**src/urxf_pkg.sv**
```systemverilog
// Package for the UART receive framing, multidrop and command block.
// Assumes one 100 MHz clock domain; shared by the block and its bench.
package urxf_pkg;
	localparam int CLK_MHZ = 100;
	localparam int OVS = 16;
	localparam logic [3:0] OVS_LAST = 4'hF;
	localparam logic [3:0] SAMPLE_A = 4'h6;
	localparam logic [3:0] SAMPLE_B = 4'h7;
	localparam logic [3:0] SAMPLE_C = 4'h8;
	localparam logic [3:0] BITS_MODE2 = 4'h9;
	localparam logic [7:0] CMD_ENABLE = 8'hFE;
	localparam logic [7:0] CMD_SOFT_POR = 8'hFE;
	localparam logic [7:0] CMD_PROGRAM = 8'hFD;
	localparam logic [1:0] MODE_1 = 2'h1;
	localparam logic [1:0] MODE_2 = 2'h2;
	localparam logic [1:0] MODE_3 = 2'h3;
	localparam logic RST_MODE_LOW = 1'b0;
	localparam logic RST_FAULT = 1'b0;
	localparam logic [7:0] RST_BYTE = 8'h00;

	typedef enum logic [2:0] {
		URXF_IDLE = 3'h0,
		URXF_START = 3'h1,
		URXF_DATA = 3'h2,
		URXF_STOP = 3'h3
	} urxf_rx_state_t;

	typedef enum logic [2:0] {
		URXF_C_WAIT_BRK1 = 3'h0,
		URXF_C_WAIT_FE = 3'h1,
		URXF_C_WAIT_BRK2 = 3'h2,
		URXF_C_WAIT_CMD = 3'h3,
		URXF_C_WAIT_QUIET = 3'h4
	} urxf_cmd_state_t;
endpackage

```
**src/urxf_rx.sv**
```systemverilog
// UART receive side: modes 2/3 framing, fault flag, multidrop, irq pending, commands.
// Assumes i_baud16 is a one-cycle tick at 16x bit rate from an outside generator.
//
// Behaviour
// - Mode 3 receives exactly like mode 2.
// - Missing stop bit sets framing fault flag.
// - Fault flag sticky until software clear or reset.
// - Shared bit selects mode bit or fault.
// - Multidrop: ninth bit one marks address.
// - Multidrop interrupts only on matching address.
// - Hold 8-bit station address.
// - Mask zero bits are don't-care.
// - Also match broadcast address OR of both.
// - Mask bits enable receive/transmit interrupts.
// - Pending equals done flag AND mask.
// - Clearing done flag withdraws pending.
// - Command after break, FEh, break, command.
// - Other traffic in sequence cancels command.
// - Exactly two fixed reserved commands.
// - Command FEh triggers full chip reset.
// - Command FDh starts serial programming.
// - Multidrop loads only ninth-bit-one, done clear.
`timescale 1ns/1ps
module urxf_rx
	import urxf_pkg::*;
(
	input wire logic i_mclk, // System clock
	input wire logic i_nrst, // Async reset, active low
	input wire logic i_rxd, // Serial receive pin
	input wire logic i_baud16, // 16x sampling tick
	input wire logic i_rx_enable, // Receive enable
	input wire logic i_mode_high, // Upper mode bit
	input wire logic i_multidrop_enable, // Multidrop enable
	input wire logic i_framing_flag_select, // 1 selects fault flag at shared bit
	input wire logic i_shared_wr, // Write strobe for shared bit
	input wire logic i_shared_wdata, // Value written to shared bit
	input wire logic [7:0] i_station_address, // Station address
	input wire logic [7:0] i_station_address_mask, // Station address mask
	input wire logic i_receive_irq_mask, // Receive interrupt mask
	input wire logic i_transmit_irq_mask, // Transmit interrupt mask
	input wire logic i_rx_done_clr, // Software writes receive done to zero
	input wire logic i_tx_done_set, // Transmitter finished a word
	input wire logic i_tx_done_clr, // Software writes transmit done to zero
	output logic o_shared_rdata, // Shared bit read value
	output logic o_mode_select_low, // Lower mode bit
	output logic o_framing_fault_flag, // Sticky framing fault
	output logic [7:0] o_rx_data, // Received byte buffer
	output logic o_rx_bit9, // Received ninth bit
	output logic o_receive_done_flag, // Receive done flag
	output logic o_transmit_done_flag, // Transmit done flag
	output logic o_receive_irq_pending, // Receive pending
	output logic o_transmit_irq_pending, // Transmit pending
	output logic o_irq, // Interrupt request
	output logic o_soft_por, // Soft reset pulse
	output logic o_program_req // Program loading pulse
);
	import urxf_pkg::*;

	logic rxd_meta_reg, rxd_sync_reg;
	urxf_rx_state_t state_reg, state_next;
	urxf_cmd_state_t cmd_reg, cmd_next;
	logic [3:0] tick_reg, bit_cnt_reg;
	logic [2:0] votes_reg;
	logic [8:0] shift_reg;
	logic mode_low_reg, fault_reg, rx_done_reg, tx_done_reg;
	logic [7:0] data_reg;
	logic bit9_reg, por_reg, prog_reg;

	function automatic logic majority(input logic [2:0] v);
		majority = (v[0] & v[1]) | (v[0] & v[2]) | (v[1] & v[2]);
	endfunction

	// Unmasked bits must agree; a zero care bit is a don't-care
	function automatic logic masked_equal(input logic [7:0] a, input logic [7:0] b,
		input logic [7:0] care);
		masked_equal = ((a ^ b) & care) == 8'h00;
	endfunction

	wire logic mode_nine = i_mode_high; // modes 2 and 3 share one frame
	wire logic tick_end = i_baud16 && (tick_reg == OVS_LAST);
	wire logic at_vote = i_baud16 && (tick_reg == SAMPLE_C);
	wire logic at_sample = i_baud16 && (tick_reg == SAMPLE_A || tick_reg == SAMPLE_B);
	// Two stored samples of this bit plus the live third one
	wire logic bit_val = majority({votes_reg[1:0], rxd_sync_reg});
	wire logic fault_sel = i_framing_flag_select;
	wire logic [7:0] care_bits = i_station_address_mask;
	wire logic [7:0] bcast = i_station_address | i_station_address_mask;
	wire logic ninth_end = at_vote && (state_reg == URXF_DATA) && (bit_cnt_reg == BITS_MODE2)
		&& mode_nine;
	wire logic stop_end = at_vote && (state_reg == URXF_STOP);
	// Ninth vote: shift register plus the live bit is the whole word
	wire logic [8:0] word_now = {bit_val, shift_reg[8:1]};
	wire logic word_addr = i_multidrop_enable && word_now[8];
	wire logic given_hit = masked_equal(word_now[7:0], i_station_address, care_bits);
	wire logic bcast_hit = masked_equal(word_now[7:0], bcast, bcast);
	wire logic word_match = given_hit || bcast_hit;
	// data words skipped in multidrop mode
	wire logic load_ok = !rx_done_reg && (!i_multidrop_enable || (word_addr && word_match));
	wire logic do_load = ninth_end && load_ok;
	wire logic frame_bad = stop_end && !bit_val;
	wire logic frame_good = stop_end && bit_val;
	// A break: all nine bits low and the stop bit low as well
	wire logic brk = frame_bad && (shift_reg == 9'h000);
	wire logic tick_clr = tick_end || (at_vote && state_reg == URXF_STOP);
	wire logic [3:0] tick_next = tick_clr ? 4'h0 : tick_reg + 4'h1;

	assign o_shared_rdata = fault_sel ? fault_reg : mode_low_reg;
	assign o_mode_select_low = mode_low_reg;
	assign o_framing_fault_flag = fault_reg;
	assign o_rx_data = data_reg;
	assign o_rx_bit9 = bit9_reg;
	assign o_receive_done_flag = rx_done_reg;
	assign o_transmit_done_flag = tx_done_reg;
	assign o_receive_irq_pending = rx_done_reg & i_receive_irq_mask;
	assign o_transmit_irq_pending = tx_done_reg & i_transmit_irq_mask;
	assign o_irq = o_receive_irq_pending | o_transmit_irq_pending;
	assign o_soft_por = por_reg;
	assign o_program_req = prog_reg;

	always_ff @(posedge i_mclk or negedge i_nrst) begin
		if (!i_nrst) begin
			rxd_meta_reg <= 1'b1;
			rxd_sync_reg <= 1'b1;
		end else begin
			rxd_meta_reg <= i_rxd;
			rxd_sync_reg <= rxd_meta_reg;
		end
	end

	always_comb begin
		state_next = state_reg;
		case (state_reg)
			URXF_IDLE: begin
				if (i_rx_enable && mode_nine && !rxd_sync_reg)
					state_next = URXF_START;
			end
			URXF_START: begin
				if (at_vote)
					state_next = bit_val ? URXF_IDLE : URXF_DATA;
			end
			URXF_DATA: begin
				if (ninth_end)
					state_next = URXF_STOP;
			end
			URXF_STOP: begin
				// Back to hunting at mid stop bit, as the receiver must resync
				if (stop_end)
					state_next = URXF_IDLE;
			end
			default: state_next = URXF_IDLE;
		endcase
	end

	always_ff @(posedge i_mclk or negedge i_nrst) begin
		if (!i_nrst) begin
			state_reg <= URXF_IDLE;
		end else begin
			state_reg <= state_next;
		end
	end

	// Counter parks at zero while hunting so each frame starts aligned
	always_ff @(posedge i_mclk or negedge i_nrst) begin
		if (!i_nrst) begin
			tick_reg <= 4'h0;
		end else if (state_reg == URXF_IDLE) begin
			tick_reg <= 4'h0;
		end else if (i_baud16) begin
			tick_reg <= tick_next;
		end
	end

	always_ff @(posedge i_mclk or negedge i_nrst) begin
		if (!i_nrst) begin
			votes_reg <= 3'h0;
		end else if (at_sample) begin
			votes_reg <= {votes_reg[1:0], rxd_sync_reg};
		end
	end

	always_ff @(posedge i_mclk or negedge i_nrst) begin
		if (!i_nrst) begin
			bit_cnt_reg <= 4'h0;
		end else if (state_reg == URXF_START) begin
			bit_cnt_reg <= 4'h1;
		end else if (at_vote && state_reg == URXF_DATA) begin
			bit_cnt_reg <= bit_cnt_reg + 4'h1;
		end
	end

	// LSB arrives first, so bits enter at the top and move down
	always_ff @(posedge i_mclk or negedge i_nrst) begin
		if (!i_nrst) begin
			shift_reg <= 9'h000;
		end else if (at_vote && state_reg == URXF_DATA) begin
			shift_reg <= word_now;
		end
	end

	// Same bit position, separate storage from the fault flag
	always_ff @(posedge i_mclk or negedge i_nrst) begin
		if (!i_nrst) begin
			mode_low_reg <= RST_MODE_LOW;
		end else if (i_shared_wr && !fault_sel) begin
			mode_low_reg <= i_shared_wdata;
		end
	end

	// Set wins over a same-cycle clear; good frames never clear
	always_ff @(posedge i_mclk or negedge i_nrst) begin
		if (!i_nrst) begin
			fault_reg <= RST_FAULT;
		end else if (frame_bad) begin
			fault_reg <= 1'b1;
		end else if (i_shared_wr && fault_sel) begin
			fault_reg <= i_shared_wdata;
		end
	end

	// A word landing as software clears is dropped: done is still set, so the clear wins
	always_ff @(posedge i_mclk or negedge i_nrst) begin
		if (!i_nrst) begin
			rx_done_reg <= 1'b0;
		end else if (do_load) begin
			rx_done_reg <= 1'b1;
		end else if (i_rx_done_clr) begin
			rx_done_reg <= 1'b0;
		end
	end

	// Only the flag lives here; the transmit shifter is elsewhere
	always_ff @(posedge i_mclk or negedge i_nrst) begin
		if (!i_nrst) begin
			tx_done_reg <= 1'b0;
		end else if (i_tx_done_set) begin
			tx_done_reg <= 1'b1;
		end else if (i_tx_done_clr) begin
			tx_done_reg <= 1'b0;
		end
	end

	always_ff @(posedge i_mclk or negedge i_nrst) begin
		if (!i_nrst) begin
			data_reg <= RST_BYTE;
			bit9_reg <= 1'b0;
		end else if (do_load) begin
			data_reg <= word_now[7:0];
			bit9_reg <= word_now[8];
		end
	end

	// Command recogniser: a break is an all-zero word ending in a framing fault
	always_comb begin
		cmd_next = cmd_reg;
		case (cmd_reg)
			URXF_C_WAIT_BRK1: begin
				if (brk)
					cmd_next = URXF_C_WAIT_FE;
			end
			URXF_C_WAIT_FE: begin
				if (frame_bad)
					cmd_next = (shift_reg == 9'h000) ? URXF_C_WAIT_FE : URXF_C_WAIT_BRK1;
				else if (frame_good)
					cmd_next = (shift_reg[7:0] == CMD_ENABLE) ? URXF_C_WAIT_BRK2
						: URXF_C_WAIT_BRK1;
			end
			URXF_C_WAIT_BRK2: begin
				if (frame_bad)
					cmd_next = (shift_reg == 9'h000) ? URXF_C_WAIT_CMD : URXF_C_WAIT_BRK1;
				else if (frame_good)
					cmd_next = URXF_C_WAIT_BRK1;
			end
			URXF_C_WAIT_CMD: begin
				if (frame_good)
					cmd_next = URXF_C_WAIT_BRK1;
				else if (frame_bad)
					cmd_next = brk ? URXF_C_WAIT_CMD : URXF_C_WAIT_BRK1;
			end
			default: cmd_next = URXF_C_WAIT_BRK1;
		endcase
	end

	wire logic cmd_hit = (cmd_reg == URXF_C_WAIT_CMD) && frame_good;

	always_ff @(posedge i_mclk or negedge i_nrst) begin
		if (!i_nrst) begin
			cmd_reg <= URXF_C_WAIT_BRK1;
			por_reg <= 1'b0;
			prog_reg <= 1'b0;
		end else begin
			cmd_reg <= cmd_next;
			// Fixed codes, not programmable, so firmware cannot remap them
			por_reg <= cmd_hit && shift_reg[7:0] == CMD_SOFT_POR;
			prog_reg <= cmd_hit && shift_reg[7:0] == CMD_PROGRAM;
		end
	end
endmodule

```
**config.mk**
```make
export PLATFORM = sky130hd
export DESIGN_NAME = urxf_rx
export DESIGN_NICKNAME = d
export VERILOG_FILES = /design/src/urxf_pkg.sv /design/src/urxf_rx.sv
export SDC_FILE = /design/constraint.sdc
export NUM_CORES = 1
export LEC_CHECK = 0
export ABC_AREA = 1
export BUFFER_PORTS_ARGS = -buffer_cell sky130_fd_sc_hd__buf_4
export CAP_MARGIN = 15
export CORE_AREA = 4 4 83 85
export CTS_BUF_LIST = sky130_fd_sc_hd__clkbuf_4 sky130_fd_sc_hd__clkbuf_8
export DETAILED_ROUTE_END_ITERATION = 8
export DIE_AREA = 0 0 87 89
export GPL_TIMING_DRIVEN = 0
export SYNTH_ARGS = -nofsm -noshare
export SYNTH_HDL_FRONTEND = slang
export SYNTH_SLANG_ARGS = --single-unit
```
**constraint.sdc**
```tcl
create_clock -name i_mclk -period 2.27 [get_ports i_mclk]
set_input_delay 0.227 -clock i_mclk [delete_from_list [all_inputs] [get_ports i_mclk]]
set_output_delay 0.227 -clock i_mclk [all_outputs]
set_load 0.02 [all_outputs]
```
==> metrics, run 1 <==
CTS tree done; routability cong. 0.753; CP top delay family simple AND/OR/NAND/NOR gates; Skew-Pair Late Insertion Delay 290 ps; Net count, final 363; initial core utilization 34.4%; setup_tns 0 ps; CP Launch Type flip-flop; Core ar. 6200 sq um; min Tclk post-route 1690 ps; Power Total 2330 uW; Crit Path Class reg -> reg; CTS Hold Bufs 1; r2r setup slk 580 ps; hold crit path type in -> reg; vias 1866; hold depth 1; Post-Synthesis Cells 270; Hold EP rxd_meta_reg; area leader, netlist dfrtp_1; most common cell in the netlist nand2_1; worst-path cell chain inv_1 > ha_1 > nand3_4 > nor3_4 > nand3_4 > nor2_8 > nand2_4 > nand2_1 > nand2_1; postcts setup bufs 0; Slew @ Worst Pin 503 ps; Sink Count 40; Async S/R FF share, synth 100%; largest net degree at the start of global routing 41; Peak supply drop 0.000255 V; endpoints failing setup 0; clock-pin slew on the worst setup and hold paths 80 ps; total gr overflow 0; syn_nets 306; height of the die 89 microns; worst endpoint required time 2460 ps; initial antenna violation count 0; Post-DRT Antenna Nets 0; Most used DFF post-synth dfrtp_1; Syn Std Cell Area 2130 sq um; post-synth top area share 44.5%; global-route wire length before repair 7620 microns; number of global-route vias before repair 1787; Yosys reg bits 40; Max stage delay on crit path 430 ps; CTS Buf Count 5; CTS root buffer clkbuf_8; DIE WIDTH 87 microns; Final Hold Fails 0; pre-CTS setup slack 597 ps; Worst setup EP type flip-flop; number of port buffers 49; # rows 29; CTS H-tree depth 2; status completed; reg-to-reg endpoint o_rx_data[3]; wire length per cell 11.2 microns; share of cells above drive strength 1 22.3%; Layout Skew 7.32 ps; RSZ-0062 raised after global routing no; P&R area growth vs syn 27.4%; Synth warnings 0; sequential fraction of the synthesis area 47.0%; max reg flops 9; CTS max path bufs 2; DRT Wirelength 4560 microns; Slew headroom 66.5%; R2R depth 9; CP max FO 10; Slew Limit Fails 0; synth top area cells dfrtp_1, nand2_1, inv_1; Vias/cell 4.61; drt drc 0; top cells by count, synth nand2_1, inv_1, dfrtp_1, o21ai_0, nand3_1; r2r startpoint tick_reg[0]; Max Cap Viol 0; Final Cycle Share 74.3%; Critical Path AT 1870 ps; Slowest-stage cell, CP dfrtp_1; Iter 0 DRT Violations 67; Post-synth EDFFs 0; Antenna diodes 0; Mean Syn Cell Area 7.91 sq um; LEAKAGE 0.00145 uW; GRT Util Overall 12.4%; cts repair resizes 0; die area 7740 sq um; PnR worst setup slack 584 ps; Ports 50; DR pass1 iterations 4; Hold Crit Start i_rxd; Power per Cell Area 857 nW/um^2; fmax 0.593 GHz; crit path buf inv count 1; DP HPWL 3570 microns; Synth cell types 33
-- placed cells by master (no fill, tap or decap), drive strengths merged --
master,n
buf,51
a21oi,4
inv,41
bufinv,1
xnor2,1
clkinv,3
a31oi,1
o22ai,3
dfrtp,38
clkbuf,6
o211ai,1
ha,5
nor3,4
nand4,2
dlygate4sd3,1
nand3,27
nor2,18
o21a,1
dfstp,2
o21ai,29
nand2,82
and3,1
xor2,2
nor4,2
o31ai,1
o21bai,1
-- layout make-up --
cell class | instances | area [sq um]
clock buffer | 6 | 76.3
inverter | 43 | 163
tap | 77 | 96.3
sequential | 40 | 1000
buffer | 2 | 16.3
timing repair buffer | 50 | 378
clock inverter | 2 | 35.0
multi-input combinational | 185 | 952
fill | 646 | 3480
-- worst max-delay path by stage --
stage / from / endpoint / depth (start not counted)
2_1_floorplan: tick_reg[0] / o_rx_bit9 / 9
3_3_place_gp: tick_reg[0] / o_rx_data[4] / 9
3_5_place_dp: tick_reg[0] / o_rx_data[4] / 9
4_1_cts: tick_reg[0] / o_rx_data[3] / 9
5_1_grt: tick_reg[0] / o_rx_data[6] / 9
6_report: tick_reg[0] / o_rx_data[3] / 9
-- routing by layer --
layer,GRT usage (%),vias to the layer above,routed length (microns)
met4,5.52,0,91
met1,15.5,846,2150
met2,20.5,40,2040
met5,0,-,0
met3,2.76,8,272
li1,-,972,-
-- where the power goes --
| group | leakage, uW | switching [uW] | internal [uW] |
|---|---|---|---|
| Sequential | 0.000481 | 175 | 856 |
| Clock | 0.0000586 | 240 | 338 |
| Combinational | 0.000907 | 443 | 278 |
-- through the flow --
stage               hold slack (ps)  instances  utilization (%)  instance area, sq um
finish                         40.2        405             43.8                  2720
global route                   23.8        405             43.8                  2720
CTS                            29.9        405             43.8                  2720
detailed placement              237        396             41.9                  2600
global placement                240        396             41.9                  2600
floorplan                     -68.6        270                -                  2130
-- cells by family (layout without fill, tap and decap cells) --
| kind of cell | after synthesis | count (layout) | share of synthesized area [%] |
|---|---|---|---|
| buffers and inverters | 45 | 103 | 8.38 |
| adders and majority gates | 5 | 5 | 2.93 |
| AOI/OAI and AO/OA | 41 | 41 | 10.5 |
| xor gates and xnor gates | 3 | 3 | 1.23 |
| DFF | 40 | 40 | 47.0 |
| and+or+nand+nor | 136 | 136 | 30.0 |
Note: power is estimated with default switching activity, not from simulation.
==> run 2, diff against run 1 <==
==> constraint.sdc (replaced) <==
create_clock -name i_mclk -period 1.5 [get_ports i_mclk]
set_input_delay 0.15 -clock i_mclk [delete_from_list [all_inputs] [get_ports i_mclk]]
set_output_delay 0.15 -clock i_mclk [all_outputs]
set_load 0.02 [all_outputs]
==> run 2 against run 1 <==
Compared with the run above:
- utilization grew 6.3 points
- clock power increased by 51%
- the flow now finishes with violations (negative setup slack)
- worst hold slack improved by 9.7 ps
- clock skew increased by 3.2 ps
- via count grew 9.0%
- final cell count grew 8.1%
==> metrics, run 2 (same netlist as run 1, synthesis figures left out) <==
Post-DRT Antenna Nets 0 (unchanged); clock-pin slew on the worst setup and hold paths 90 ps (about the same); DR pass1 iterations 4 (unchanged); Hold Crit Start i_tx_done_clr; Layout fillers 603 (-6.7%); failing checks negative setup slack; DP HPWL 3510 microns (-1.6%); Critical Path AT 1720 ps (-150 ps); DRT Wirelength 5200 microns (+14%); max reg flops 9 (unchanged); reg-to-reg endpoint o_rx_data[4]; sw frac 37.1% (+0.26 points); Worst setup EP type flip-flop; CTS root buffer clkbuf_8; CP Launch Type flip-flop; commonest non-fill, non-tap cell in the layout buf_4; Slew @ Worst Pin 509 ps (+5.87 ps); Slew Limit Fails 0 (unchanged); hold depth 2 (+1); r2r startpoint tick_reg[0]; sequential share of power 38.4% (-5.8 points); GRT Util Overall 13.0% (+0.67 points); min Tclk post-route 1540 ps (-150 ps); largest net degree at the start of global routing 41 (unchanged); LEAKAGE 0.00160 uW (+10%); setup_tns -91.3 ps (-91.3 ps); PnR worst setup slack -36.2 ps (-620 ps); Layout Skew 10.5 ps (+3.23 ps); # rows 29 (unchanged); Vias/cell 4.64 (+0.79%); CTS H-tree depth 2 (unchanged); Crit Path Class reg -> reg; multi-input logic area 1060 sq um (+12%); Reg area 1010 sq um (+0.87%); number of global-route vias before repair 1843 (+3.1%); hold_ws 49.8 ps (+9.65 ps); r2r setup slk -40 ps (-620 ps); worst endpoint required time 1680 ps (-780 ps); fmax 0.651 GHz (+9.7%); P&R area growth vs syn 45.6%; DIE WIDTH 87 microns (unchanged); CP Launch Point tick_reg[0]; height of the die 89 microns (unchanged); RSZ-0062 raised after global routing yes; status complete, but fails checks; drt drc 0 (unchanged); Net count, final 396 (+9.1%); internal power 2540 uW (+72%); die area 7740 sq um (unchanged); Iter 0 DRT Violations 62 (-7.5%); most frequent cells in the layout buf_4, nand2_1, inv_1, dfrtp_1, o21ai_0; wire length per cell 11.9 microns (+5.6%); CP max FO 5 (-5); Slew headroom 66.1% (-0.39 points); initial antenna violation count 0 (unchanged); Hold EP o_transmit_done_flag; P_sw 1500 uW (+74%); Antenna diodes 0 (unchanged); Peak supply drop 0.000463 V (+81%); Power per Cell Area 1300 nW/um^2 (+51%); share of cells above drive strength 1 39.3% (+17 points); total gr overflow 0 (unchanged); Final Cycle Share 102% (+28 points); CTS Buf Count 5 (unchanged); Core ar. 6200 sq um (unchanged); routability cong. 0.733 (-2.7%); R2R depth 9 (unchanged); CTS max path bufs 2 (unchanged); hold crit path type in -> reg; Sink Count 40 (unchanged); Skew-Pair Late Insertion Delay 290 ps (about the same); Final Hold Fails 0 (unchanged); endpoints failing setup 7 (+7); initial core utilization 34.4% (unchanged); global-route wire length before repair 8070 microns (+5.9%); number of port buffers 49 (unchanged); vias 2034 (+9.0%); Logic pwr share 39.9% (+8.9 points); CTS tree done; Max Cap Viol 0 (unchanged); Ports 50 (unchanged); clock group share of total power 21.7% (-3.1 points)
## run 2: layout make-up
type | count | share of cell area [%]
Timing Repair Buffer | 83 | 20.9
Tap cell | 77 | 3.10
Clock buffer | 5 | 2.21
Sequential cell | 40 | 32.6
Buffer | 1 | 0.242
Multi-Input combinational cell | 186 | 34.2
Clock inverter | 3 | 1.37
Inverter | 43 | 5.39
## run 2: worst max path at each step
stage                    to  cells after the start  slack, ps
2_1_floorplan     o_rx_bit9                      9        -20
3_3_place_gp   o_rx_data[4]                      9       -160
3_5_place_dp   o_rx_data[2]                      9       -210
4_1_cts        o_rx_data[0]                      9       -120
5_1_grt        o_rx_data[2]                     12       -150
6_report       o_rx_data[4]                      9        -40
## run 2: power by group through the flow
stage / sequential (uW) / combinational (uW) / clock [uW]
5_1_grt: 1580 / 1830 / 942
4_1_cts: 1540 / 1240 / 901
6_report: 1550 / 1610 / 875
2_1_floorplan: 1520 / 784 / 0
3_5_place_dp: 1570 / 1110 / 0
3_3_place_gp: 1570 / 1080 / 0
## run 2: routing by layer
| layer | vias up | GRT usage [%] | wire length (microns) |
|---|---|---|---|
| li1 | 1048 | - | - |
| met1 | 937 | 16.5 | 2290 |
| met2 | 42 | 22.2 | 2530 |
| met3 | 7 | 2.95 | 292 |
| met4 | 0 | 4.25 | 89 |
| met5 | - | 0 | 0 |
## run 2: through the flow
stage,std cells,power (uW),worst slack (ps),utilization (%),area [sq um]
after floorplan,270,2300,-18.4,-,2140
after global placement,396,2650,-161,41.9,2600
after detailed placement,396,2680,-212,41.9,2600
after CTS,417,3690,-125,46.1,2860
after global routing,438,4350,-154,50.1,3110
final,438,4030,-36.2,50.1,3110
## run 2: worst max-delay path, cell delays in order (launching register included)
cell	delay, ps
dfrtp_1	390
inv_2	80
ha_4	140
nand3_4	80
nor3_4	170
nand3_4	130
nor2_8	180
nand2_4	110
nand2_2	70
nand2_1	60
## run 2: what timing repair did
item | in CTS | in global routing
endpoints found under the setup margin | 31 | 29
endpoints found under the hold margin | 39 | 1
cloned | 1 | 0
gates resized for setup | 10 | 40
hold buffers | 2 | 1
setup buffers | 10 | 21
pin swaps | 10 | 22
==> run 3, diff against run 2 <==
==> constraint.sdc (replaced) <==
create_clock -name i_mclk -period 1.8 [get_ports i_mclk]
set_input_delay 0.18 -clock i_mclk [delete_from_list [all_inputs] [get_ports i_mclk]]
set_output_delay 0.18 -clock i_mclk [all_outputs]
set_load 0.02 [all_outputs]
==> run 3 against run 2 <==
Compared with the run above:
- the flow now finishes without violations
- setup slack improved by 180 ps
- sequential share of layout area rose by 3.1 points
- clock-buffer cell count is 1 higher
- global-route usage is 0.63 points lower
- routed wire length fell by 10%
- sequential cell count stayed put
- largest power group is now registers
- critical path type unchanged
- via count fell by 6.7%
- clock skew fell by 3.2 ps
- non-clock buffer count down 25
- final area decreased by 9.5%
- first-iteration DRC count fell by 13%
==> metrics, run 3 (same netlist as run 1, synthesis figures left out) <==
CTS tree done; status completed; placed instance count 396 (unchanged); Critical Path AT 1890 ps (+170 ps); Core ar. 6200 sq um (unchanged); worst endpoint required time 2030 ps (+350 ps); Iter 0 DRT Violations 54 (-13%); fmax 0.603 GHz (-7.4%); min Tclk post-route 1660 ps (+122 ps); Ports 50 (unchanged); non-filler cells, final 412 (-5.9%); r2r startpoint tick_reg[1]; Worst setup EP type flip-flop; routability cong. 0.753 (+2.8%); endpoints failing setup 0 (-7); die area 7740 sq um (unchanged); final design utilization 45.4% (-4.7 points); CP Launch Point tick_reg[1]; number of global-route vias before repair 1794 (-2.7%); Antenna diodes 0 (unchanged); total gr overflow 0 (unchanged); drt drc 0 (unchanged); DIE WIDTH 87 microns (unchanged); LEAKAGE 0.00148 uW (-7.6%); Slew Limit Fails 0 (unchanged); CP Launch Type flip-flop; number of port buffers 49 (unchanged); Skew-Pair Late Insertion Delay 290 ps (about the same); initial antenna violation count 0 (unchanged); Slew @ Worst Pin 503 ps (-5.57 ps); CTS H-tree depth 2 (unchanged); commonest non-fill, non-tap cell in the layout nand2_1; Final Cycle Share 92.1% (-10 points); CP max FO 5 (unchanged); initial core utilization 34.4% (unchanged); Slew headroom 66.5% (+0.37 points); CTS root buffer clkbuf_8; CTS max path bufs 2 (unchanged); DP HPWL 3570 microns (+1.6%); Net count, final 370 (-6.6%); wire length per cell 11.3 microns (-4.5%); Peak supply drop 0.000328 V (-29%); hold_ws 38.2 ps (-11.6 ps); Power per Cell Area 1080 nW/um^2 (-17%); Crit Path Class reg -> reg; Vias/cell 4.60 (-0.85%); # rows 29 (unchanged); reg-to-reg endpoint o_rx_bit9; largest net degree at the start of global routing 41 (unchanged); Sink Count 40 (unchanged); Setup crit end o_rx_bit9; Post-DRT Antenna Nets 0 (unchanged); P&R area growth vs syn 31.8%; GRT Util Overall 12.4% (-0.63 points); hold crit path type in -> reg; most frequent cells in the layout nand2_1, buf_4, inv_1, dfrtp_1, o21ai_0; R2R depth 9 (unchanged); vias 1897 (-6.7%); DRT Wirelength 4680 microns (-10%); DR pass1 iterations 4 (unchanged); Final Hold Fails 0 (unchanged); max reg flops 9 (unchanged); height of the die 89 microns (unchanged); Layout Skew 7.30 ps (-3.25 ps); global-route wire length before repair 7650 microns (-5.2%); share of cells above drive strength 1 24.8% (-15 points); clock-pin slew on the worst setup and hold paths 70 ps (-20 ps); CTS Buf Count 5 (unchanged); Max Cap Viol 0 (unchanged); r2r setup slk 140 ps (+180 ps)
run 3: critical path: stages (launching register included):
cell,delay (ps)
dfrtp_1,410
inv_2,100
ha_4,150
nand3_4,90
nor3_4,240
nand3_4,140
nor2_8,200
buf_12,130
nand3_1,70
nand2_1,80
run 3: area by class of cell:
type,instances,area [sq um]
multi-input cells,185,973
well taps,77,96.3
inverters,43,163
fillers,628,3390
flip-flops and latches,40,1000
clock buffers,6,76.3
repair buffers,57,449
plain buffers,2,16.3
clock inverters,2,35.0
run 3: where the power goes:
part | switching, uW | internal [uW] | total [uW] | leakage, uW
logic | 598 | 411 | 1010 | 0.000938
clock network | 306 | 426 | 732 | 0.0000586
registers | 216 | 1080 | 1300 | 0.000480
total | 1120 | 1920 | 3040 | 0.00148
run 3: per-layer routing:
metal | track usage [%] | vias to the layer above | wire (microns)
li1 | - | 988 | -
met1 | 15.5 | 860 | 2200
met2 | 20.6 | 42 | 2090
met3 | 2.76 | 7 | 301
met4 | 5.52 | 0 | 86
met5 | 0 | - | 0
run 3: worst min path at each step:
stage / startpoint / to / slack [ps] / cells past startpoint
finish: i_rx_done_clr / o_receive_done_flag / 40 / 2
global route: i_rx_done_clr / o_receive_done_flag / 30 / 2
global placement: i_nrst / votes_reg[1] / 190 / 1
CTS: i_rx_done_clr / o_receive_done_flag / 30 / 2
detailed placement: i_nrst / votes_reg[1] / 190 / 1
floorplan: i_nrst / bit_cnt_reg[0] / -120 / 0
run 3: what timing repair did:
item	in CTS	in global routing
buffers inserted	0	6
resized for setup	0	7
setup endpoints to repair	0	10
hold buffers	2	0
hold endpoints to repair	39	0
run 3: stage by stage:
stage	TNS (ps)	setup WS [ps]	cell area [sq um]	power (uW)
detailed placement	0	127	2600	2230
global route	-16.8	-16.8	2810	3280
global placement	0	129	2600	2210
CTS	0	106	2730	2980
finish	0	142	2810	3040
floorplan	0	279	2130	1920
